===== config.mk =====
export PLATFORM = sky130hd
export DESIGN_NAME = rhc_regs
export DESIGN_NICKNAME = d
export VERILOG_FILES = /design/src/rtl/rhc_pkg.sv /design/src/rtl/rhc_spi_frame.sv /design/src/rtl/rhc_cmd_bit.sv /design/src/rtl/rhc_regs.sv
export SDC_FILE = /design/constraint.sdc
export NUM_CORES = 1
export LEC_CHECK = 0
export ABC_AREA = 1
export ABC_CLOCK_PERIOD_IN_PS = 2000
export BUFFER_PORTS_ARGS = -buffer_cell sky130_fd_sc_hd__buf_2
export CAP_MARGIN = 20
export CORE_MARGIN = 8
export CORE_UTILIZATION = 45
export DETAILED_ROUTE_END_ITERATION = 12
export GPL_TIMING_DRIVEN = 0
export PLACE_DENSITY = 0.65
export SKIP_LAST_GASP = 1
export SLEW_MARGIN = 30
export SYNTH_ARGS = -nofsm -noshare
export SYNTH_HDL_FRONTEND = slang
export SYNTH_SLANG_ARGS = --single-unit

===== constraint.sdc =====
create_clock -name clk_in -period 2 [get_ports clk_in]
set_input_delay 0.4 -clock clk_in [delete_from_list [all_inputs] [get_ports clk_in]]
set_output_delay 0.4 -clock clk_in [all_outputs]
set_load 0.03 [all_outputs]

===== src/rtl/rhc_pkg.sv =====
// Constants shared by the record header and command register block
package rhc_pkg;

	// Timing
	localparam int unsigned CLK_PERIOD_NS   = 8;
	localparam int unsigned SECOND_NS       = 1_000_000_000;
	localparam int unsigned CYCLES_PER_SEC  = SECOND_NS / CLK_PERIOD_NS;

	// Serial frame layout
	localparam int          FRAME_BITS      = 16;
	localparam int          FRAME_WR_BIT    = 15;
	localparam int          FRAME_ADDR_HI   = 14;
	localparam int          FRAME_ADDR_LO   = 8;

	// Register addresses, 7-bit byte address of the low byte
	localparam logic [6:0]  ADDR_PAGE       = 7'h00;
	localparam logic [6:0]  ADDR_TEMP       = 7'h0a;
	localparam logic [6:0]  ADDR_REC_PTR    = 7'h14;
	localparam logic [6:0]  ADDR_GW_PART    = 7'h16;
	localparam logic [6:0]  ADDR_GW_LOT_1   = 7'h1a;
	localparam logic [6:0]  ADDR_GW_LOT_2   = 7'h1c;
	localparam logic [6:0]  ADDR_DIAG       = 7'h34;
	localparam logic [6:0]  ADDR_GLOB_CMD   = 7'h36;
	localparam logic [6:0]  ADDR_X_FLAGS    = 7'h38;
	localparam logic [6:0]  ADDR_Y_FLAGS    = 7'h3a;
	localparam logic [6:0]  ADDR_X_PEAK     = 7'h3c;
	localparam logic [6:0]  ADDR_Y_PEAK     = 7'h3e;
	localparam logic [6:0]  ADDR_SEC_LOW    = 7'h40;
	localparam logic [6:0]  ADDR_SEC_HIGH   = 7'h42;
	localparam logic [6:0]  ADDR_X_BIN      = 7'h44;
	localparam logic [6:0]  ADDR_Y_BIN      = 7'h46;
	localparam logic [6:0]  ADDR_SET_A      = 7'h4c;
	localparam logic [6:0]  ADDR_SET_B      = 7'h4e;
	localparam logic [6:0]  ADDR_NODE_LOT_1 = 7'h68;
	localparam logic [6:0]  ADDR_NODE_LOT_2 = 7'h6a;

	// Pages
	localparam logic [7:0]  PAGE_GATEWAY    = 8'h00;
	localparam logic [7:0]  PAGE_NODE_LAST  = 8'h06;

	// Field positions of record_settings_a
	localparam int          SET_RATE_LO     = 14;
	localparam int          SET_WIN_LO      = 12;
	localparam int          SET_RANGE_LO    = 10;
	localparam int          SET_AVG_LO      = 0;

	// Reset values
	localparam logic [15:0] RST_SET_A       = 16'h0008;
	localparam logic [15:0] RST_SET_B       = 16'h0000;
	localparam logic [15:0] RST_SECONDS     = 16'h0000;
	localparam logic [15:0] TEMP_ZERO_CODE  = 16'h11e8;

	// Global command bit positions
	localparam int          CMD_AUTONULL_CLR = 15;
	localparam int          CMD_ALARM_FETCH  = 14;
	localparam int          CMD_REC_FETCH    = 13;
	localparam int          CMD_ALARM_SAVE   = 12;
	localparam int          CMD_REC_TOGGLE   = 11;
	localparam int          CMD_BUF_PTR_ZERO = 10;
	localparam int          CMD_ALARM_ERASE  = 9;
	localparam int          CMD_CLEAR_RECS   = 8;
	localparam int          CMD_SOFT_RESET   = 7;
	localparam int          CMD_SAVE_FLASH   = 6;
	localparam int          CMD_FLASH_TEST   = 5;
	localparam int          CMD_DIAG_CLEAR   = 4;
	localparam int          CMD_FACTORY      = 3;
	localparam int          CMD_SELF_TEST    = 2;
	localparam int          CMD_POWER_DOWN   = 1;
	localparam int          CMD_AUTONULL     = 0;

	// Diagnostic flag positions
	localparam int          DIAG_SELF_TEST  = 5;
	localparam int          DIAG_FLASH_TEST = 6;

endpackage


===== src/rtl/rhc_spi_frame.sv =====
// Serial slave framing: 16-bit frames in, one word shifted out per frame
`timescale 1ns/1ns
module rhc_spi_frame
	import rhc_pkg::*;
(
	// System
	input  wire logic        clk_in,
	input  wire logic        nrst_in,
	// Serial pins
	input  wire logic        sclk_in,
	input  wire logic        cs_n_in,
	input  wire logic        mosi_in,
	output logic             miso_out,
	// Frame side
	input  wire logic [15:0] tx_word_in,
	output logic             frame_valid_out,
	output logic [15:0]      frame_word_out
);

	logic        sclk_q;
	logic        cs_n_q;
	logic [15:0] rx_sr;
	logic [15:0] tx_sr;
	logic [3:0]  bit_cnt;
	logic        sclk_rise;
	logic        sclk_fall;

	assign sclk_rise = sclk_in & ~sclk_q;
	assign sclk_fall = ~sclk_in & sclk_q;

	always_ff @(posedge clk_in or negedge nrst_in) begin
		if (!nrst_in) begin
			sclk_q <= 1'b1;
			cs_n_q <= 1'b1;
		end else begin
			sclk_q <= sclk_in;
			cs_n_q <= cs_n_in;
		end
	end

	// Sample on rising clock edge
	always_ff @(posedge clk_in or negedge nrst_in) begin
		if (!nrst_in) begin
			rx_sr           <= 16'h0000;
			bit_cnt         <= 4'h0;
			frame_valid_out <= 1'b0;
			frame_word_out  <= 16'h0000;
		end else begin
			frame_valid_out <= 1'b0;
			if (cs_n_in) begin
				bit_cnt <= 4'h0;
			end else if (sclk_rise) begin
				rx_sr   <= {rx_sr[14:0], mosi_in};
				bit_cnt <= bit_cnt + 4'h1;
				if (bit_cnt == 4'(FRAME_BITS - 1)) begin
					frame_valid_out <= 1'b1;
					frame_word_out  <= {rx_sr[14:0], mosi_in};
				end
			end
		end
	end

	// Drive on falling clock edge, reload at select
	always_ff @(posedge clk_in or negedge nrst_in) begin
		if (!nrst_in) begin
			tx_sr    <= 16'h0000;
			miso_out <= 1'b0;
		end else if (cs_n_q && !cs_n_in) begin
			tx_sr <= tx_word_in;
		end else if (!cs_n_in && sclk_fall) begin
			miso_out <= tx_sr[15];
			tx_sr    <= {tx_sr[14:0], 1'b0};
		end
	end

endmodule


===== src/rtl/rhc_cmd_bit.sv =====
// One self-clearing command bit: launch pulse and busy until done
`timescale 1ns/1ns
module rhc_cmd_bit (
	// System
	input  wire logic clk_in,
	input  wire logic nrst_in,
	// Control
	input  wire logic set_in,
	input  wire logic done_in,
	// Status
	output logic      launch_out,
	output logic      busy_out
);

	always_ff @(posedge clk_in or negedge nrst_in) begin
		if (!nrst_in) begin
			launch_out <= 1'b0;
			busy_out   <= 1'b0;
		end else begin
			launch_out <= set_in && (!busy_out || done_in);
			if (set_in && (!busy_out || done_in)) begin
				busy_out <= 1'b1;
			end else if (done_in) begin
				busy_out <= 1'b0;
			end
		end
	end

endmodule


===== src/rtl/rhc_regs.sv =====
// Record header, global command and identification registers behind the serial port
`timescale 1ns/1ns
// Operation
// - Temperature is 16-bit offset binary, 4584 is zero, each count -0.0815 C.
// - Header captures time, settings, flags and alarm results per record.
// - Every header register refreshes when a new record completes.
// - Retrieve-record command reloads the header, except temperature, from the fetched stored record.
// - Settings A bits 15:14 hold the sample rate option zero to three.
// - Settings A bits 13:12 hold window: rectangular, Hanning, flat top, none.
// - Settings A bits 11:10 hold range: 1, 5, 10, 20 g.
// - Settings A bits 7:0 hold averages; bits 9:8 unused; reset 0x0008.
// - Settings B bits 3:0 hold the averaging-count setting; reset zero.
// - Relative seconds stamp split into low and high words, reset zero.
// - Writing 1 launches a command; bit self-clears on completion; write-only.
// - Bit 15 clears autonull correction, bit 0 runs autonull.
// - Bit 14 fetches alarm band data, bit 13 fetches a stored record.
// - Bit 12 copies alarm bands to SRAM, bit 9 erases them in flash.
// - Bit 11 toggles recording, bit 10 zeroes the buffer index pointer.
// - Bit 8 clears records and buffers, written with frame 0xB701.
// - Bit 7 soft reset, bit 6 saves to flash, bit 1 powers down.
// - Bit 5 checks flash sum against factory value, result into a flag.
// - Bit 4 clears diagnostic flags, bit 3 restores factory settings.
// - Bit 2 runs self-test, result posted into diagnostic bit 5.
// - Gateway page shows lot words at 0x1A and 0x1C, read-only.
// - Node pages show lot words at 0x68 and 0x6A, read-only.
// - Gateway page shows a fixed part code at 0x16, read-only.
module rhc_regs
	import rhc_pkg::*;
#(
	parameter int unsigned  SEC_CYCLES   = CYCLES_PER_SEC,
	parameter logic [15:0]  PART_CODE    = 16'h5a5a, // Arbitrary value
	parameter logic [15:0]  GW_LOT_ONE   = 16'h1111, // Arbitrary value
	parameter logic [15:0]  GW_LOT_TWO   = 16'h2222, // Arbitrary value
	parameter logic [15:0]  NODE_LOT_ONE = 16'h3333, // Arbitrary value
	parameter logic [15:0]  NODE_LOT_TWO = 16'h4444  // Arbitrary value
)(
	// System
	input  wire logic        clk_in,
	input  wire logic        nrst_in,
	// Serial port
	input  wire logic        sclk_in,
	input  wire logic        cs_n_in,
	input  wire logic        mosi_in,
	output logic             miso_out,
	// Record events
	input  wire logic        rec_done_in,
	input  wire logic        fetch_done_in,
	input  wire logic [31:0] stored_seconds_in,
	input  wire logic [15:0] temp_code_in,
	// Header content
	input  wire logic [1:0]  rate_in,
	input  wire logic [1:0]  window_in,
	input  wire logic [1:0]  range_in,
	input  wire logic [7:0]  averages_in,
	input  wire logic [3:0]  avg_setting_in,
	input  wire logic [15:0] diag_in,
	input  wire logic [15:0] x_flags_in,
	input  wire logic [15:0] y_flags_in,
	input  wire logic [15:0] x_peak_in,
	input  wire logic [15:0] y_peak_in,
	input  wire logic [15:0] x_bin_in,
	input  wire logic [15:0] y_bin_in,
	// Command completion
	input  wire logic [15:0] cmd_done_in,
	input  wire logic        selftest_fail_in,
	input  wire logic        flash_fail_in,
	// Command outputs
	output logic [15:0]      cmd_start_out,
	output logic [15:0]      cmd_busy_out,
	output logic             recording_out,
	output logic [3:0]       record_index_pointer_out
);

	logic [15:0] node_temperature_out;
	logic [15:0] node_diagnostic_flags;
	logic [15:0] x_alarm_flags;
	logic [15:0] y_alarm_flags;
	logic [15:0] x_alarm_peak_value;
	logic [15:0] y_alarm_peak_value;
	logic [15:0] x_alarm_peak_bin;
	logic [15:0] y_alarm_peak_bin;
	logic [15:0] record_seconds_low;
	logic [15:0] record_seconds_high;
	logic [15:0] record_settings_a;
	logic [15:0] record_settings_b;
	logic [7:0]  page;
	logic [31:0] sec_cnt;
	logic [31:0] tick_cnt;
	logic [15:0] rd_word;
	logic [15:0] next_rd_word;
	logic        frame_valid;
	logic [15:0] frame_word;
	logic        frame_wr;
	logic [6:0]  frame_addr;
	logic [6:0]  word_addr;
	logic [15:0] cmd_set;
	logic [15:0] cmd_done_all;
	logic        hdr_load;
	logic [15:0] settings_a_new;

	rhc_spi_frame u_spi (
		.clk_in          (clk_in),
		.nrst_in         (nrst_in),
		.sclk_in         (sclk_in),
		.cs_n_in         (cs_n_in),
		.mosi_in         (mosi_in),
		.miso_out        (miso_out),
		.tx_word_in      (rd_word),
		.frame_valid_out (frame_valid),
		.frame_word_out  (frame_word)
	);

	assign frame_wr   = frame_word[FRAME_WR_BIT];
	assign frame_addr = frame_word[FRAME_ADDR_HI:FRAME_ADDR_LO];
	assign word_addr  = {frame_addr[6:1], 1'b0};
	assign hdr_load   = rec_done_in || fetch_done_in;

	// Byte writes to the command word launch bits
	always_comb begin
		cmd_set = 16'h0000;
		if (frame_valid && frame_wr && word_addr == ADDR_GLOB_CMD) begin
			if (frame_addr[0]) begin
				cmd_set = {frame_word[7:0], 8'h00};
			end else begin
				cmd_set = {8'h00, frame_word[7:0]};
			end
		end
	end

	// Bits 4 and 11 complete at once, bit 13 on fetch done; others wait for their engine
	always_comb begin
		cmd_done_all                   = cmd_done_in;
		cmd_done_all[CMD_DIAG_CLEAR]   = cmd_start_out[CMD_DIAG_CLEAR];
		cmd_done_all[CMD_REC_TOGGLE]   = cmd_start_out[CMD_REC_TOGGLE];
		cmd_done_all[CMD_REC_FETCH]    = fetch_done_in;
	end

	// Every command bit launches and self-clears
	for (genvar b = 0; b < 16; b++) begin : g_cmd
		rhc_cmd_bit u_bit (
			.clk_in     (clk_in),
			.nrst_in    (nrst_in),
			.set_in     (cmd_set[b]),
			.done_in    (cmd_done_all[b]),
			.launch_out (cmd_start_out[b]),
			.busy_out   (cmd_busy_out[b])
		);
	end

	// Recording start and stop
	always_ff @(posedge clk_in or negedge nrst_in) begin
		if (!nrst_in) begin
			recording_out <= 1'b0;
		end else if (cmd_start_out[CMD_REC_TOGGLE]) begin
			recording_out <= !recording_out;
		end
	end

	// Page select and record index pointer
	always_ff @(posedge clk_in or negedge nrst_in) begin
		if (!nrst_in) begin
			page                     <= PAGE_GATEWAY;
			record_index_pointer_out <= 4'h0;
		end else if (frame_valid && frame_wr) begin
			if (frame_addr == ADDR_PAGE) begin
				page <= frame_word[7:0];
			end
			if (frame_addr == ADDR_REC_PTR && page != PAGE_GATEWAY) begin
				record_index_pointer_out <= frame_word[3:0];
			end
		end
	end

	// Relative seconds
	always_ff @(posedge clk_in or negedge nrst_in) begin
		if (!nrst_in) begin
			tick_cnt <= 32'h0000_0000;
			sec_cnt  <= 32'h0000_0000;
		end else if (tick_cnt == SEC_CYCLES - 1) begin
			tick_cnt <= 32'h0000_0000;
			sec_cnt  <= sec_cnt + 32'h0000_0001;
		end else begin
			tick_cnt <= tick_cnt + 32'h0000_0001;
		end
	end

	// Temperature taken at the end of each new record
	always_ff @(posedge clk_in or negedge nrst_in) begin
		if (!nrst_in) begin
			node_temperature_out <= TEMP_ZERO_CODE;
		end else if (rec_done_in) begin
			node_temperature_out <= temp_code_in;
		end
	end

	always_comb begin
		settings_a_new                                = 16'h0000;
		settings_a_new[SET_RATE_LO +: 2]              = rate_in;
		settings_a_new[SET_WIN_LO +: 2]               = window_in;
		settings_a_new[SET_RANGE_LO +: 2]             = range_in;
		settings_a_new[SET_AVG_LO +: 8]               = averages_in;
	end

	// Header capture, new record or stored record
	always_ff @(posedge clk_in or negedge nrst_in) begin
		if (!nrst_in) begin
			x_alarm_flags       <= 16'h0000;
			y_alarm_flags       <= 16'h0000;
			x_alarm_peak_value  <= 16'h0000;
			y_alarm_peak_value  <= 16'h0000;
			x_alarm_peak_bin    <= 16'h0000;
			y_alarm_peak_bin    <= 16'h0000;
			record_seconds_low  <= RST_SECONDS;
			record_seconds_high <= RST_SECONDS;
			record_settings_a   <= RST_SET_A;
			record_settings_b   <= RST_SET_B;
		end else if (hdr_load) begin
			x_alarm_flags      <= x_flags_in;
			y_alarm_flags      <= y_flags_in;
			x_alarm_peak_value <= x_peak_in;
			y_alarm_peak_value <= y_peak_in;
			x_alarm_peak_bin   <= x_bin_in;
			y_alarm_peak_bin   <= y_bin_in;
			record_settings_a  <= settings_a_new;
			record_settings_b  <= {12'h000, avg_setting_in};
			if (fetch_done_in) begin
				record_seconds_low  <= stored_seconds_in[15:0];
				record_seconds_high <= stored_seconds_in[31:16];
			end else begin
				record_seconds_low  <= sec_cnt[15:0];
				record_seconds_high <= sec_cnt[31:16];
			end
		end
	end

	// Diagnostic flags: test results set, clear command clears, set wins
	always_ff @(posedge clk_in or negedge nrst_in) begin
		if (!nrst_in) begin
			node_diagnostic_flags <= 16'h0000;
		end else begin
			if (hdr_load) begin
				node_diagnostic_flags <= diag_in;
			end else if (cmd_start_out[CMD_DIAG_CLEAR]) begin
				node_diagnostic_flags <= 16'h0000;
			end
			if (cmd_done_in[CMD_SELF_TEST] && cmd_busy_out[CMD_SELF_TEST]) begin
				node_diagnostic_flags[DIAG_SELF_TEST] <= selftest_fail_in;
			end
			if (cmd_done_in[CMD_FLASH_TEST] && cmd_busy_out[CMD_FLASH_TEST]) begin
				node_diagnostic_flags[DIAG_FLASH_TEST] <= flash_fail_in;
			end
		end
	end

	// Read decode; the command word reads as zero
	always_comb begin
		next_rd_word = 16'h0000;
		if (frame_addr[6:1] == ADDR_PAGE[6:1]) begin
			next_rd_word = {8'h00, page};
		end else if (page == PAGE_GATEWAY) begin
			case (word_addr)
				ADDR_GW_PART:  next_rd_word = PART_CODE;
				ADDR_GW_LOT_1: next_rd_word = GW_LOT_ONE;
				ADDR_GW_LOT_2: next_rd_word = GW_LOT_TWO;
				default:       next_rd_word = 16'h0000;
			endcase
		end else if (page <= PAGE_NODE_LAST) begin
			case (word_addr)
				ADDR_TEMP:       next_rd_word = node_temperature_out;
				ADDR_REC_PTR:    next_rd_word = {12'h000, record_index_pointer_out};
				ADDR_DIAG:       next_rd_word = node_diagnostic_flags;
				ADDR_X_FLAGS:    next_rd_word = x_alarm_flags;
				ADDR_Y_FLAGS:    next_rd_word = y_alarm_flags;
				ADDR_X_PEAK:     next_rd_word = x_alarm_peak_value;
				ADDR_Y_PEAK:     next_rd_word = y_alarm_peak_value;
				ADDR_SEC_LOW:    next_rd_word = record_seconds_low;
				ADDR_SEC_HIGH:   next_rd_word = record_seconds_high;
				ADDR_X_BIN:      next_rd_word = x_alarm_peak_bin;
				ADDR_Y_BIN:      next_rd_word = y_alarm_peak_bin;
				ADDR_SET_A:      next_rd_word = record_settings_a;
				ADDR_SET_B:      next_rd_word = record_settings_b;
				ADDR_NODE_LOT_1: next_rd_word = NODE_LOT_ONE;
				ADDR_NODE_LOT_2: next_rd_word = NODE_LOT_TWO;
				default:         next_rd_word = 16'h0000;
			endcase
		end
	end

	// Answer of a read frame is shifted out in the next frame
	always_ff @(posedge clk_in or negedge nrst_in) begin
		if (!nrst_in) begin
			rd_word <= 16'h0000;
		end else if (frame_valid && !frame_wr) begin
			rd_word <= next_rd_word;
		end
	end

	property p_temp;
		@(posedge clk_in) disable iff (!nrst_in)
		rec_done_in |=> node_temperature_out == $past(temp_code_in);
	endproperty
	a_temp: assert property (p_temp) else $error("temperature not latched");
	property p_header;
		@(posedge clk_in) disable iff (!nrst_in)
		hdr_load |=> x_alarm_flags == $past(x_flags_in) && y_alarm_peak_bin == $past(y_bin_in)
			&& record_settings_b == {12'h000, $past(avg_setting_in)};
	endproperty
	a_header: assert property (p_header) else $error("stale header");
	property p_fetch;
		@(posedge clk_in) disable iff (!nrst_in)
		fetch_done_in |=> {record_seconds_high, record_seconds_low} == $past(stored_seconds_in)
			&& !cmd_busy_out[CMD_REC_FETCH];
	endproperty
	a_fetch: assert property (p_fetch) else $error("stored record not loaded");
	property p_settings;
		@(posedge clk_in) disable iff (!nrst_in)
		hdr_load |=> record_settings_a[15:14] == $past(rate_in)
			&& record_settings_a[13:12] == $past(window_in)
			&& record_settings_a[11:10] == $past(range_in) && record_settings_a[9:8] == 2'b00
			&& record_settings_a[7:0] == $past(averages_in);
	endproperty
	a_settings: assert property (p_settings) else $error("bad fields");
	property p_stamp;
		@(posedge clk_in) disable iff (!nrst_in)
		(rec_done_in && !fetch_done_in)
			|=> {record_seconds_high, record_seconds_low} == $past(sec_cnt);
	endproperty
	a_stamp: assert property (p_stamp) else $error("time stamp halves wrong");
	property p_launch;
		@(posedge clk_in) disable iff (!nrst_in)
		(cmd_set[CMD_CLEAR_RECS] && !cmd_busy_out[CMD_CLEAR_RECS])
			|=> cmd_start_out[CMD_CLEAR_RECS] ##1 !cmd_start_out[CMD_CLEAR_RECS];
	endproperty
	a_launch: assert property (p_launch) else $error("launch not single");
	property p_selfclear;
		@(posedge clk_in) disable iff (!nrst_in)
		(cmd_busy_out[CMD_SAVE_FLASH] && cmd_done_in[CMD_SAVE_FLASH] && !cmd_set[CMD_SAVE_FLASH])
			|=> !cmd_busy_out[CMD_SAVE_FLASH];
	endproperty
	a_selfclear: assert property (p_selfclear) else $error("bit not cleared");
	property p_diag_clear;
		@(posedge clk_in) disable iff (!nrst_in)
		(cmd_start_out[CMD_DIAG_CLEAR] && !hdr_load && !cmd_done_in[CMD_SELF_TEST]
			&& !cmd_done_in[CMD_FLASH_TEST]) |=> node_diagnostic_flags == 16'h0000;
	endproperty
	a_diag_clear: assert property (p_diag_clear) else $error("flags not cleared");
	property p_selftest;
		@(posedge clk_in) disable iff (!nrst_in)
		(cmd_done_in[CMD_SELF_TEST] && cmd_busy_out[CMD_SELF_TEST])
			|=> node_diagnostic_flags[DIAG_SELF_TEST] == $past(selftest_fail_in);
	endproperty
	a_selftest: assert property (p_selftest) else $error("self-test result lost");
	property p_toggle;
		@(posedge clk_in) disable iff (!nrst_in)
		cmd_start_out[CMD_REC_TOGGLE] |=> recording_out != $past(recording_out);
	endproperty
	a_toggle: assert property (p_toggle) else $error("recording did not toggle");
	property p_part;
		@(posedge clk_in) disable iff (!nrst_in)
		(frame_valid && !frame_wr && page == PAGE_GATEWAY && frame_addr == ADDR_GW_PART)
			|=> rd_word == PART_CODE;
	endproperty
	a_part: assert property (p_part) else $error("part code not returned");

endmodule


# Word-level counts from Yosys, hierarchy flattened
# Index checks and enable logic that the tools add are counted.
# totals
regBits	358
latchBits	0
ramBits	0
romBits	0
input_bits	203
out_inout_bits	38
word_cells	235
memories	0
# op_classes
add_sub_neg	3
mul	0
div	0
magnitude_cmp	1
n_eq_ne	22
shifts	0
muxes	53
bitwise_logic	6
reduce_logical	90
# ops
operator	count
16-bit one-hot mux with 15 select lines	1
16-bit 2-to-1 mux	11
32-bit by 1-bit adder with 32-bit output (second input constant)	2
6-bit == test (second input constant)	8
15-bit one-hot mux with 3 select lines	1
2-bit nonzero test	19
1-bit 2-to-1 mux	37
6-bit by 5-bit == test with 1-bit output (second input constant)	6
32-bit by 27-bit == test with 1-bit output (second input constant)	1
32-bit 2-to-1 mux	1
6-bit by 4-bit == test with 1-bit output (second input constant)	4
1-bit logical AND	24
1-bit logical NOT	19
1-bit logical OR	17
8-bit by 3-bit <= comparator with 1-bit output (second input constant)	1
8-bit logical NOT	1
4-bit 2-to-1 mux	2
2-bit AND reduction	4
8-bit nonzero test	1
7-bit by 5-bit == test with 1-bit output (second input constant)	1
7-bit logical NOT	1
6-bit by 3-bit == test with 1-bit output (second input constant)	1
6-bit logical NOT	1
3-bit nonzero test	2
5 further kinds	9

# Logic depth before layout (Yosys ltp)
# Gate-level depths: netlist of run 1.
# depth
depth_word	5
depth_mapped	13
mapped_depth_nobuf	12

# Cells and area by module
# From an unflattened synthesis of run 1, not the netlist that was laid out.
# unflattened
cells_unflattened	2224
hier_area_um2	17281.6
# modules_own_cells
mod	instances	cells_each	area_per_inst_um2	seq_area_each_um2
rhc_regs	1	1825	13767.0	6790.3
rhc_spi_frame	1	287	2333.5	1378.8
rhc_cmd_bit	16	7	73.8	50.0

# Least setup slack after synthesis of run 1
# No wires, ideal clock.
# synth_path
path_kind	register -> register
startpoint	register tick_cnt[0]
endpoint	register tick_cnt[21]
t_arrival_ns	1.639
setup_slack_ns	0.240
stages_incl_launch_ff	11
n_path_buf	2
period_less_slack_ns	1.760
cell_sequence	dfrtp_1 -> ha_1 -> nand3_1 -> inv_1 -> nand2_1 -> nor3_1 -> nand3_1 -> inv_2 -> buf_2 -> buf_2 -> nor2_1
# synth_between
elab_chain_cells	2
elab_cells_between_ends	3
classes_between	1 x add/sub; 1 x eq/ne; 1 x mux
# synth_lines
item	line	rtl
start: declaration	rhc_regs.sv:88	logic [31:0] tick_cnt;
start signal: assignment	rhc_regs.sv:183	tick_cnt <= tick_cnt + 32'h0000_0001;
32-bit by 1-bit adder with 32-bit output or 32-bit by 27-bit == test with 1-bit output (tied branches)	rhc_regs.sv:183, rhc_regs.sv:179	
32-bit 2-to-1 mux (*)	rhc_regs.sv:179	end else if (tick_cnt == SEC_CYCLES - 1) begin
# Mark *: on every way between the ends. The rest lies on a longest branch, timed or not.
# A chain may end at the register's enable or synchronous reset.

# Final worst setup path of run 1
# layout_path
startpoint	register u_spi.frame_word_out[12]
endpoint	register rd_word[3]
# layout_between
elab_chain_cells	5
elab_cells_between_ends	24
classes_between	18 x eq/ne; 5 x mux; 1 x reduce/logical
# layout_lines
item	line	rtl
start: declaration	rhc_spi_frame.sv:17	output logic [15:0] frame_word_out
start signal: assignment	rhc_spi_frame.sv:57	frame_word_out <= {rx_sr[14:0], mosi_in};
6-bit == test (tied with other cells)	rhc_regs.sv:268	case (word_addr)
16-bit one-hot mux with 15 select lines	rhc_regs.sv:268	
16-bit 2-to-1 mux	rhc_regs.sv:267	end else if (page <= PAGE_NODE_LAST) begin
16-bit 2-to-1 mux	rhc_regs.sv:260	end else if (page == PAGE_GATEWAY) begin
16-bit 2-to-1 mux (*)	rhc_regs.sv:258	if (frame_addr[6:1] == ADDR_PAGE[6:1]) begin
end signal: assignment	rhc_regs.sv:294	rd_word <= next_rd_word;
end: declaration	rhc_regs.sv:89	logic [15:0] rd_word;
# Marks and branches as above.

==> results of run 1 <==
stage by stage:
stage               power (mW)  std cells  utilization  setup WS, ps
global placement          9.02       2941        0.505         -6510
floorplan                 8.38       2195            -           240
global route              17.3       3064        0.567         -86.6
finish                    16.8       3064        0.567         -36.0
CTS                       16.9       3024        0.552         -67.8
detailed placement        9.08       2945        0.508          -714
cells by family (layout without fill, tap and decap cells):
| family | after synthesis | in the layout | synth area share |
|---|---|---|---|
| and+or+nand+nor | 1239 | 1240 | 0.292 |
| DFF | 358 | 358 | 0.521 |
| buffers and inverters | 293 | 650 | 0.0746 |
| AOI/OAI and AO/OA | 242 | 242 | 0.0784 |
| xor gates and xnor gates | 52 | 52 | 0.0265 |
| muxes | 8 | 8 | 0.00516 |
| adders and majority gates | 3 | 3 | 0.00218 |
layout make-up:
type / count / area, sq um
Fill cell: 3581 / 16300
Sequential cell: 358 / 8970
Multi-Input combinational cell: 1545 / 7300
Timing Repair Buffer: 286 / 1710
Clock buffer: 54 / 1140
Inverter: 184 / 697
Buffer: 109 / 664
Tap cell: 511 / 639
Clock inverter: 17 / 236
power groups by stage:
| stage | Sequential, mW | Combinational, mW | Clock, mW |
|---|---|---|---|
| after global routing | 7.88 | 1.26 | 8.18 |
| after floorplan | 7.90 | 0.480 | 0 |
| after detailed placement | 7.97 | 1.12 | 0 |
| after global placement | 7.96 | 1.07 | 0 |
| after CTS | 7.84 | 1.13 | 7.91 |
| final | 7.85 | 1.12 | 7.80 |
cells in the mapped netlist (all sizes together):
master  instances
nand2         844
dfrtp         349
nor2          210
inv           183
o21ai         130
nand3          86
buf            64
nor3           55
a21oi          51
clkbuf         45
xor2           38
nand4          32
o211ai         19
o22ai          17
xnor2          14
dfstp           9
nor4            8
a22o            7
mux2            7
a22oi           6
nor3b           4
a31oi           3
ha              3
o21bai          3
a21o            2
o221ai          2
a211oi          1
a21boi          1
clkinv          1
mux2i           1
timing repair:
action | 4_1_cts | 5_1_grt
gates resized for setup | 59 | 69
gates cloned | 0 | 3
buffers inserted | 5 | 37
endpoints found under the hold margin | 38 | 0
setup endpoints to repair | 144 | 107
pin swaps | 4 | 19
hold buffers | 3 | 0
worst max-delay path, stage by stage, from the launching register on:
cell and delay [ps]:
dfrtp_1 380, buf_6 150, nor2_4 230, nand2_2 100, nor2_4 250, buf_6 170
nand2_1 50, nand4_1 210, nor2_2 80, nand2_1 110, nand2_1 80, a21oi_2 130
routing by layer:
layer  wire, um  vias to the layer above  part of all wire  GRT usage
met2      27900                      640              0.46      0.424
met4       2240                        0             0.037     0.0978
li1           -                     7588                 -          -
met5          0                        -                 0          0
met3       4830                      113             0.080     0.0611
met1      25600                     7717              0.42      0.354
worst paths after layout:
kind                       slack [ps]  cells after the start                     to
setup / recovery                  -40                     11             rd_word[3]
hold reg to reg                   460                      1          recording_out
max in group asynchronous         510                      4           u_spi.cs_n_q
hold / removal                     30                      3  y_alarm_peak_value[6]
min in group asynchronous         320                      2       y_alarm_flags[1]
setup reg to reg                  -40                     11             rd_word[3]
==> results.md, run 1 <==
- Outcome: complete, but fails checks
- Failing checks: setup timing
- Port bufs: 235
- Post-synth top area share: 0.507
- GRT overflow: 0
- Dpl hpwl: 46600 um
- Top Registers: sec_cnt (32), tick_cnt (32)
- Warnings from Yosys: 0
- Reg2reg start: u_spi.frame_word_out[12]
- First-pass GRT wire length: 91600 um
- Max FO, Critical Path: 8
- Final #Nets: 2731
- Routed Antenna Nets: 0
- Total wire length: 60600 um
- Gate power share: 0.067
- Fin worst setup slack: -36.0 ps
- Post-Place Cell Area: 19100 sq um
- Startpoint Class: flop
- Required time of the critical path: 2480 ps
- Die Area: 44800 sq um
- Tmin final: 2040 ps
- Worst-skew pair later-pin latency: 560 ps
- Num ports: between 200 and 250
- Largest net degree at the start of global routing: just under 90
- Vias after detailed routing: 16100
- Area Overhead vs Synth: 24.1%
- Tcrit/Tclk final: 1.02
- Post-synthesis sequential area ratio: 0.521
- GRT Resource Usage Total: 0.267
- H-tree levels: 2
- Sequential Power Share: 0.468
- Core box area: between 30000 and 40000 sq um
- P per Cell Area: 785 nW/um^2
- Synth cell types: between 40 and 50
- Peak supply drop: about 580 uV
- GPL Wtd Cong: about 0.93
- CTS root buf: clkbuf_16
- Post-Route Skew: 20.6 ps
- Worst Path Arrival: roughly 2500 ps
- Final setup vio count: 1
- Drt initial violations: 1503
- Register bit total from synthesis: 358
- CTS tree: built
- Worst hold slack: 27.3 ps
- Most frequent cells in the layout: nand2_1 (829), dfrtp_1 (345), buf_2 (246), inv_1 (173), nor2_1 (173)
- Vias in the first global route: between 15000 and 20000
- Setup CP Type: reg2reg
- Cell area after layout: 21400 sq um
- Slew margin rel.: 0.487
- Starting Density: 0.457
- Antenna diodes: 0
- Row count: 71
- Initial antenna violation count: 0
- Worst-path clk slew: 60 ps
- Most common cell after layout, fill and taps aside: nand2_1
- CTS Buf Count: 41
- Die Width: 212 um
- Setup TNS Final: -36.0 ps
- Share of post-route cells with drive strength above 1: 0.204
- Syn Inst Count: 2195
- Die height: about 210 um
- Syn Nets: 2401
- Clock share of power: 0.465
- Fin. max-slew vios: 0
- F_max: 491 MHz
- LEAKAGE: 10.6 nW
- Kind of end point of the critical path: flop
- Psw: between 4 and 5 mW
- Critical path launch point: u_spi.frame_word_out[12]
- CTS sink count: 358
- Switching Fraction: 0.245
- Slew @ Worst Pin: 769 ps
- DRC violations left: 0
- Clock Path Buffers: 3
- Synth top area cells: dfrtp_1 (51%), nand2_1 (18%), nor2_1 (4.2%)
- Max-cap violation count: 0
- Mapped Area: between 15000 and 20000 sq um
- Synth area leader: dfrtp_1
- Routed wire length per instance: 19.8 um
- Worst hold path type: in2reg
- TritonRoute pass-1 iters: 5
- Hold Crit Start: y_peak_in[6]
- Internal power: between 10 and 15 mW
- Final Hold Viols: 0
- Synthesized area per cell: 7.84 sq um
- RSZ-0062 raised after global routing: true
- Via density: 5.24
Power figures use the tool's default switching activity.
==> run 2, diff against run 1 <==
CORE_MARGIN = 3   (was 8)
==> run 2 against run 1 <==
  * The flow now finishes without violations
  * Sequential power about the same
  * Design area decreased by 1.2%
  * Clock power decreased by 6.3%
  * Critical path depth stayed put
  * Non-clock buffer count is 16 lower
  * Hold slack improved by 27 ps
  * Power down 3.0%
  * Fmax rose by 4.4%
  * Critical path type unchanged
  * Largest cell class unchanged
  * Largest power group unchanged
==> results.md, run 2 (same netlist as run 1, synthesis figures left out) <==
- CTS Buf Count: 40 (-2.4%)
- Final #Nets: 2715 (-0.59%)
- Routed wire length per instance: 18.8 um (-4.9%)
- Core box area: 37100 sq um (-1.4%)
- Most common cell after layout, fill and taps aside: nand2_1
- GPL Wtd Cong: 0.948 (+1.6%)
- Slew @ Worst Pin: 765 ps (-4.21 ps)
- Post-Route Skew: 29.2 ps (+8.65 ps)
- DRC violations left: 0 (unchanged)
- Starting Density: 0.463 (+0.00653)
- Fin cells: 3044 (-0.65%)
- Die Area: 40600 sq um (-9.2%)
- Clock Path Buffers: 3 (unchanged)
- Worst-path cell chain: buf_4, nor2_4, nand2_2, nor2_4, buf_6, nand2_1, nand4_1, nor2_2, nand2_1, nand2_1, a21oi_1
- Critical path launch point: u_spi.frame_word_out[9]
- Met3 wire len: 4320 um (-10%)
- Top delay family on crit path: simple AND/OR/NAND/NOR gates
- Critical R2R Capture: rd_word[3]
- Outcome: completed
- Slowest CP cell: dfrtp_2
- Largest net degree at the start of global routing: 75 (-16%)
- Reg2reg start: u_spi.frame_word_out[9]
- Worst hold path type: in2reg
- Max FO, Critical Path: 6 (-2)
- Worst-path clk slew: 60 ps (about the same)
- Cell mode on critical path: nand2_1
- Worst Path Arrival: 2390 ps (-130 ps)
- Drt initial violations: 1352 (-10%)
- Final Hold Viols: 0 (unchanged)
- Area Overhead vs Synth: 22.6%
- Share of post-route cells with drive strength above 1: 0.197 (-0.00715)
- End of the critical path: rd_word[3]
- Required time of the critical path: 2440 ps (-40 ps)
- Fin worst setup slack: 50.3 ps (+86.3 ps)
- Final setup vio count: 0 (-1)
- Initial antenna violation count: 1 (+1)
- First-pass GRT wire length: 88100 um (-3.8%)
- Post-Place Cell Area: 19200 sq um (about the same)
- H-tree levels: 2 (unchanged)
- Peak supply drop: 543 uV (-5.8%)
- Worst-skew pair later-pin latency: 540 ps (-20 ps)
- Post-layout util: 0.568 (+0.00109)
- CTS tree: built
- Fin. max-slew vios: 0 (unchanged)
- TritonRoute pass-1 iters: 7 (+2)
- GRT overflow: 0 (unchanged)
- Dpl hpwl: 44200 um (-5.1%)
- Post-Route M1 WL: 24900 um (-2.8%)
- Vias after detailed routing: 16000 (-0.51%)
- Cell area after layout: 21100 sq um (-1.2%)
- CTS sink count: 358 (unchanged)
- P per Cell Area: 771 nW/um^2 (-1.8%)
- Worst hold slack: 54.8 ps (+27.4 ps)
- Tcrit/Tclk final: 0.975 (-0.0432)
- Uppermost layer routed: met4
- Num ports: 241 (unchanged)
- Row count: 70 (-1.4%)
- Vias in the first global route: 15600 (-0.91%)
- RSZ-0062 raised after global routing: true
- Die Width: 202 um (-4.7%)
- Most frequent cells in the layout: nand2_1 (830), dfrtp_1 (346), buf_2 (251), nor2_1 (174), inv_1 (173)
- Buf/Inv on CP: 2 (unchanged)
- Routed met2 length: 26400 um (-5.4%)
- Worst path max stage delay: 480 ps (+100 ps)
- F_max: 513 MHz (+4.4%)
- CTS root buf: clkbuf_16
- Total wire length: 57300 um (-5.5%)
- Port bufs: 235 (unchanged)
- Top Registers: sec_cnt (32), tick_cnt (32)
- Inst Count DP: 2939 (-0.20%)
- Fillers: 3508 (-2.0%)
- Cell count along the critical path: 11 (unchanged)
- Die height: 202 um (-4.7%)
- GRT Resource Usage Total: 0.277 (+0.00972)
- LEAKAGE: 10.5 nW (-0.94%)
- Startpoint Class: flop
- Pre-CTS setup slack: -839 ps (-126 ps)
- Setup CP Type: reg2reg
- Routed Antenna Nets: 0 (unchanged)
- R2R Setup Slk: 50 ps (+90 ps)
- Slew margin rel.: 0.490 (+0.00281)
- Max-cap violation count: 0 (unchanged)
- Tmin final: 1950 ps (-86.3 ps)
- Via density: 5.25 (+0.14%)
- R2R depth: 11 (unchanged)
- Kind of end point of the critical path: flop
-- run 2: how the worst min path moves through the flow --
stage / slack [ps] / endpoint / depth (start not counted) / startpoint
floorplan: 100 / g_cmd[0].u_bit.busy_out / 0 / nrst_in
global placement: 450 / recording_out / 1 / recording_out
detailed placement: 420 / x_alarm_flags[1] / 1 / nrst_in
CTS: 30 / u_spi.cs_n_q / 1 / cs_n_in
global route: 40 / u_spi.cs_n_q / 1 / cs_n_in
finish: 50 / x_alarm_flags[1] / 3 / x_flags_in[1]
-- run 2: cell type report --
type                       instances  area, sq um  share of cell area
sequential                       358         8970               0.425
inverter                         184          694              0.0329
clock buffer                      58         1150              0.0545
antenna                            1         2.50            0.000119
multi-input combinational       1546         7280               0.345
tap                              504          631              0.0299
timing repair buffer             270         1560              0.0741
clock inverter                    14          145             0.00688
buffer                           109          654              0.0310
-- run 2: per-layer routing --
layer / up-vias / GRT usage
met5: - / 0
met2: 633 / 0.446
met1: 7668 / 0.389
met4: 0 / 0.0775
li1: 7576 / -
met3: 99 / 0.0447
-- run 2: report_power, final --
part	switching (mW)	internal (mW)
clock	3.03	4.28
sequential	0.221	7.63
combinational	0.724	0.386
total	3.98	12.3
-- run 2: metrics by stage --
stage	setup TNS, ps	total power, mW
final	0	16.3
after global routing	-306	16.9
after CTS	-9.08	16.4
after detailed placement	-105820	9.07
after global placement	-2387240	9.01
after floorplan	0	8.38
-- run 2: what timing repair did --
item / CTS / global route
gates cloned: 0 / 5
setup buffers: 6 / 19
gates resized for setup: 43 / 71
hold buffers: 2 / 0
endpoints found under the hold margin: 72 / 0
endpoints found under the setup margin: 195 / 176
pin swaps: 4 / 24
-- run 2: worst reg2reg max path, cell delays in order, from the launching register on --
cell and delay (ps):
dfrtp_2 480, buf_4 180, nor2_4 150, nand2_2 90, nor2_4 210, buf_6 150
nand2_1 50, nand4_1 200, nor2_2 90, nand2_1 100, nand2_1 60, a21oi_1 120
==> run 3, diff against run 2 <==
--- a/config.mk
+++ b/config.mk
@@ -11,3 +11,3 @@
 export CAP_MARGIN = 20
-export CORE_MARGIN = 3
+export CORE_MARGIN = 2
 export CORE_UTILIZATION = 45
==> constraint.sdc (replaced) <==
create_clock -name clk_in -period 2 [get_ports clk_in]
set_input_delay 0.1 -clock clk_in [delete_from_list [all_inputs] [get_ports clk_in]]
set_output_delay 0.1 -clock clk_in [all_outputs]
set_load 0.03 [all_outputs]
==> run 3 against run 2 <==
  * Sequential power is essentially flat
  * Critical path depth is 1 higher
  * Design area grew 11%
  * Critical endpoint is now rd_word[7]
  * Non-clock buffer count rose by 205
  * Power increased by 6.1%
  * Critical path type unchanged
  * Utilization rose by 5.1 points
==> results.md, run 3 (same netlist as run 1, synthesis figures left out) <==
- Peak supply drop: 717 uV (+32%)
- P per Cell Area: 741 nW/um^2 (-4.0%)
- Num ports: 241 (unchanged)
- Share of post-route cells with drive strength above 1: 0.183 (-0.0140)
- Switching Fraction: 0.239 (-0.00558)
- Internal power: 13.1 mW (+6.9%)
- Sequential Power Share: 0.455 (-0.028)
- CTS sink count: 358 (unchanged)
- Cell area after layout: 23300 sq um (+11%)
- Most common cell after layout, fill and taps aside: nand2_1
- Post-layout util: 0.619 (+0.0508)
- RSZ-0062 raised after global routing: true
- Clock share of power: 0.459 (+0.010)
- Die Width: 200 um (-0.99%)
- Max FO, Critical Path: 7 (+1)
- Outcome: completed
- Post-Place Cell Area: 19100 sq um (about the same)
- Max-cap violation count: 0 (unchanged)
- Final setup vio count: 0 (unchanged)
- Total wire length: 64000 um (+12%)
- Drt initial violations: 1511 (+12%)
- Starting Density: 0.457 (-0.00653)
- GPL Wtd Cong: 0.939 (-1.0%)
- Largest net degree at the start of global routing: 89 (+19%)
- Gate power share: 0.085 (+0.017)
- GRT overflow: 0 (unchanged)
- Vias in the first global route: 17100 (+9.3%)
- Dpl hpwl: 45400 um (+2.7%)
- F_max: 506 MHz (-1.4%)
- Core box area: 37700 sq um (+1.4%)
- Required time of the critical path: 2480 ps (+40 ps)
- Via density: 5.30 (+0.91%)
- Final #Nets: 2920 (+7.6%)
- Most frequent cells in the layout: nand2_1 (828), dfrtp_1 (343), buf_2 (247), dlygate4sd3_1 (206)
- Die height: 200 um (-0.99%)
- Worst hold slack: 29.0 ps (-25.8 ps)
- Row count: 71 (+1.4%)
- Power Total: 17.3 mW (+6.1%)
- LEAKAGE: 11.4 nW (+8.5%)
- H-tree levels: 2 (unchanged)
- GRT Resource Usage Total: 0.323 (+0.0465)
- CTS root buf: clkbuf_16
- Worst hold path type: in2reg
- Die Area: 39800 sq um (-2.0%)
- Kind of end point of the critical path: flop
- Vias after detailed routing: 17300 (+8.1%)
- Tmin final: 1980 ps (+26.7 ps)
- Setup CP Type: reg2reg
- Routed wire length per instance: 19.6 um (+4.3%)
- Routed Antenna Nets: 0 (unchanged)
- Initial antenna violation count: 4 (+3)
- TritonRoute pass-1 iters: 8 (+1)
- DRC violations left: 0 (unchanged)
- Port bufs: 235 (unchanged)
- Tcrit/Tclk final: 0.988 (+0.0134)
- Post-Route Skew: 16.6 ps (-12.7 ps)
- CTS Buf Count: 40 (unchanged)
- Fin. max-slew vios: 0 (unchanged)
- Slew @ Worst Pin: 862 ps (+97.2 ps)
- Area Overhead vs Synth: 35.5%
- Worst-path clk slew: 60 ps (about the same)
- Clock Path Buffers: 3 (unchanged)
- First-pass GRT wire length: 95700 um (+8.6%)
- Worst-skew pair later-pin latency: 560 ps (+20 ps)
- Final Hold Viols: 0 (unchanged)
- Top Registers: sec_cnt (32), tick_cnt (32)
- Startpoint Class: flop
- CTS tree: built
- Slew margin rel.: 0.425 (-0.0648)
- Worst Path Arrival: 2460 ps (+70 ps)
- Psw: 4.12 mW (+3.7%)
-- run 3: cell count changes in the layout (fill, tap and decap cells not counted), moves of 4 or more --
cell	change
dlygate4sd3_1	+204
nor2_2	-6
nor2_4	+6
buf_2	-4
buf_8	+4
bufinv_16	+4
clkbuf_4	+4
-- run 3: repair_timing --
item,in CTS,in global routing
pin swaps,5,18
hold buffers,206,0
endpoints found under the hold margin,497,0
gates cloned,0,3
setup endpoints to repair,99,107
buffers inserted,6,23
resized for setup,43,89
-- run 3: layout make-up --
cell class | count | area (sq um)
antenna | 4 | 10.0
timing repair buffer | 475 | 3590
clock inverter | 11 | 220
clock buffer | 62 | 1190
buffer | 109 | 679
inverter | 184 | 697
multi-input combinational | 1546 | 7310
fill | 3320 | 14400
tap | 511 | 639
sequential | 358 | 8980
-- run 3: final timing paths --
check,cells after the start,to,startpoint,slack [ps]
max,12,rd_word[7],u_spi.frame_word_out[9],20
min,2,node_temperature_out[6],rec_done_in,30
max reg2reg,12,rd_word[7],u_spi.frame_word_out[9],20
min reg2reg,2,u_spi.miso_out,u_spi.miso_out,470
max in group asynchronous,4,tick_cnt[17],nrst_in,770
min in group asynchronous,2,g_cmd[1].u_bit.busy_out,nrst_in,70
-- run 3: stage by stage --
step / setup slack (ps) / std cells / TNS [ps]
after floorplan: 240 / 2195 / 0
after global placement: -6210 / 2941 / -2235860
after detailed placement: -656 / 2945 / -57040
after CTS: -83.1 / 3230 / -589
after global routing: -66.1 / 3259 / -571
final: 23.6 / 3260 / 0
-- run 3: critical path, cell delays in order (launching register included) --
cell and delay [ps]:
dfrtp_2 470, buf_4 170, nor2_4 170, nand2_2 80, nor2_4 190, buf_6 140
buf_12 100, nand2_1 40, nand2_1 90, nor2_1 80, nand3_1 140, nand2_1 90
a21oi_1 130
-- run 3: power by group through the flow --
stage                     logic (mW)  registers, mW  clock network (mW)
after floorplan                0.480           7.90                   0
after global routing            1.62           7.89                8.31
after global placement          1.06           7.97                   0
final                           1.47           7.86                7.93
after detailed placement        1.11           7.97                   0
after CTS                       1.44           7.85                8.04
-- run 3: metal layers --
layer  up-vias  track usage  wire [um]
li1       7982            -          -
met1      8276        0.398      25400
met2       794        0.543      30400
met3       211       0.0559       4630
met4         2        0.169       3590
met5         -            0          7
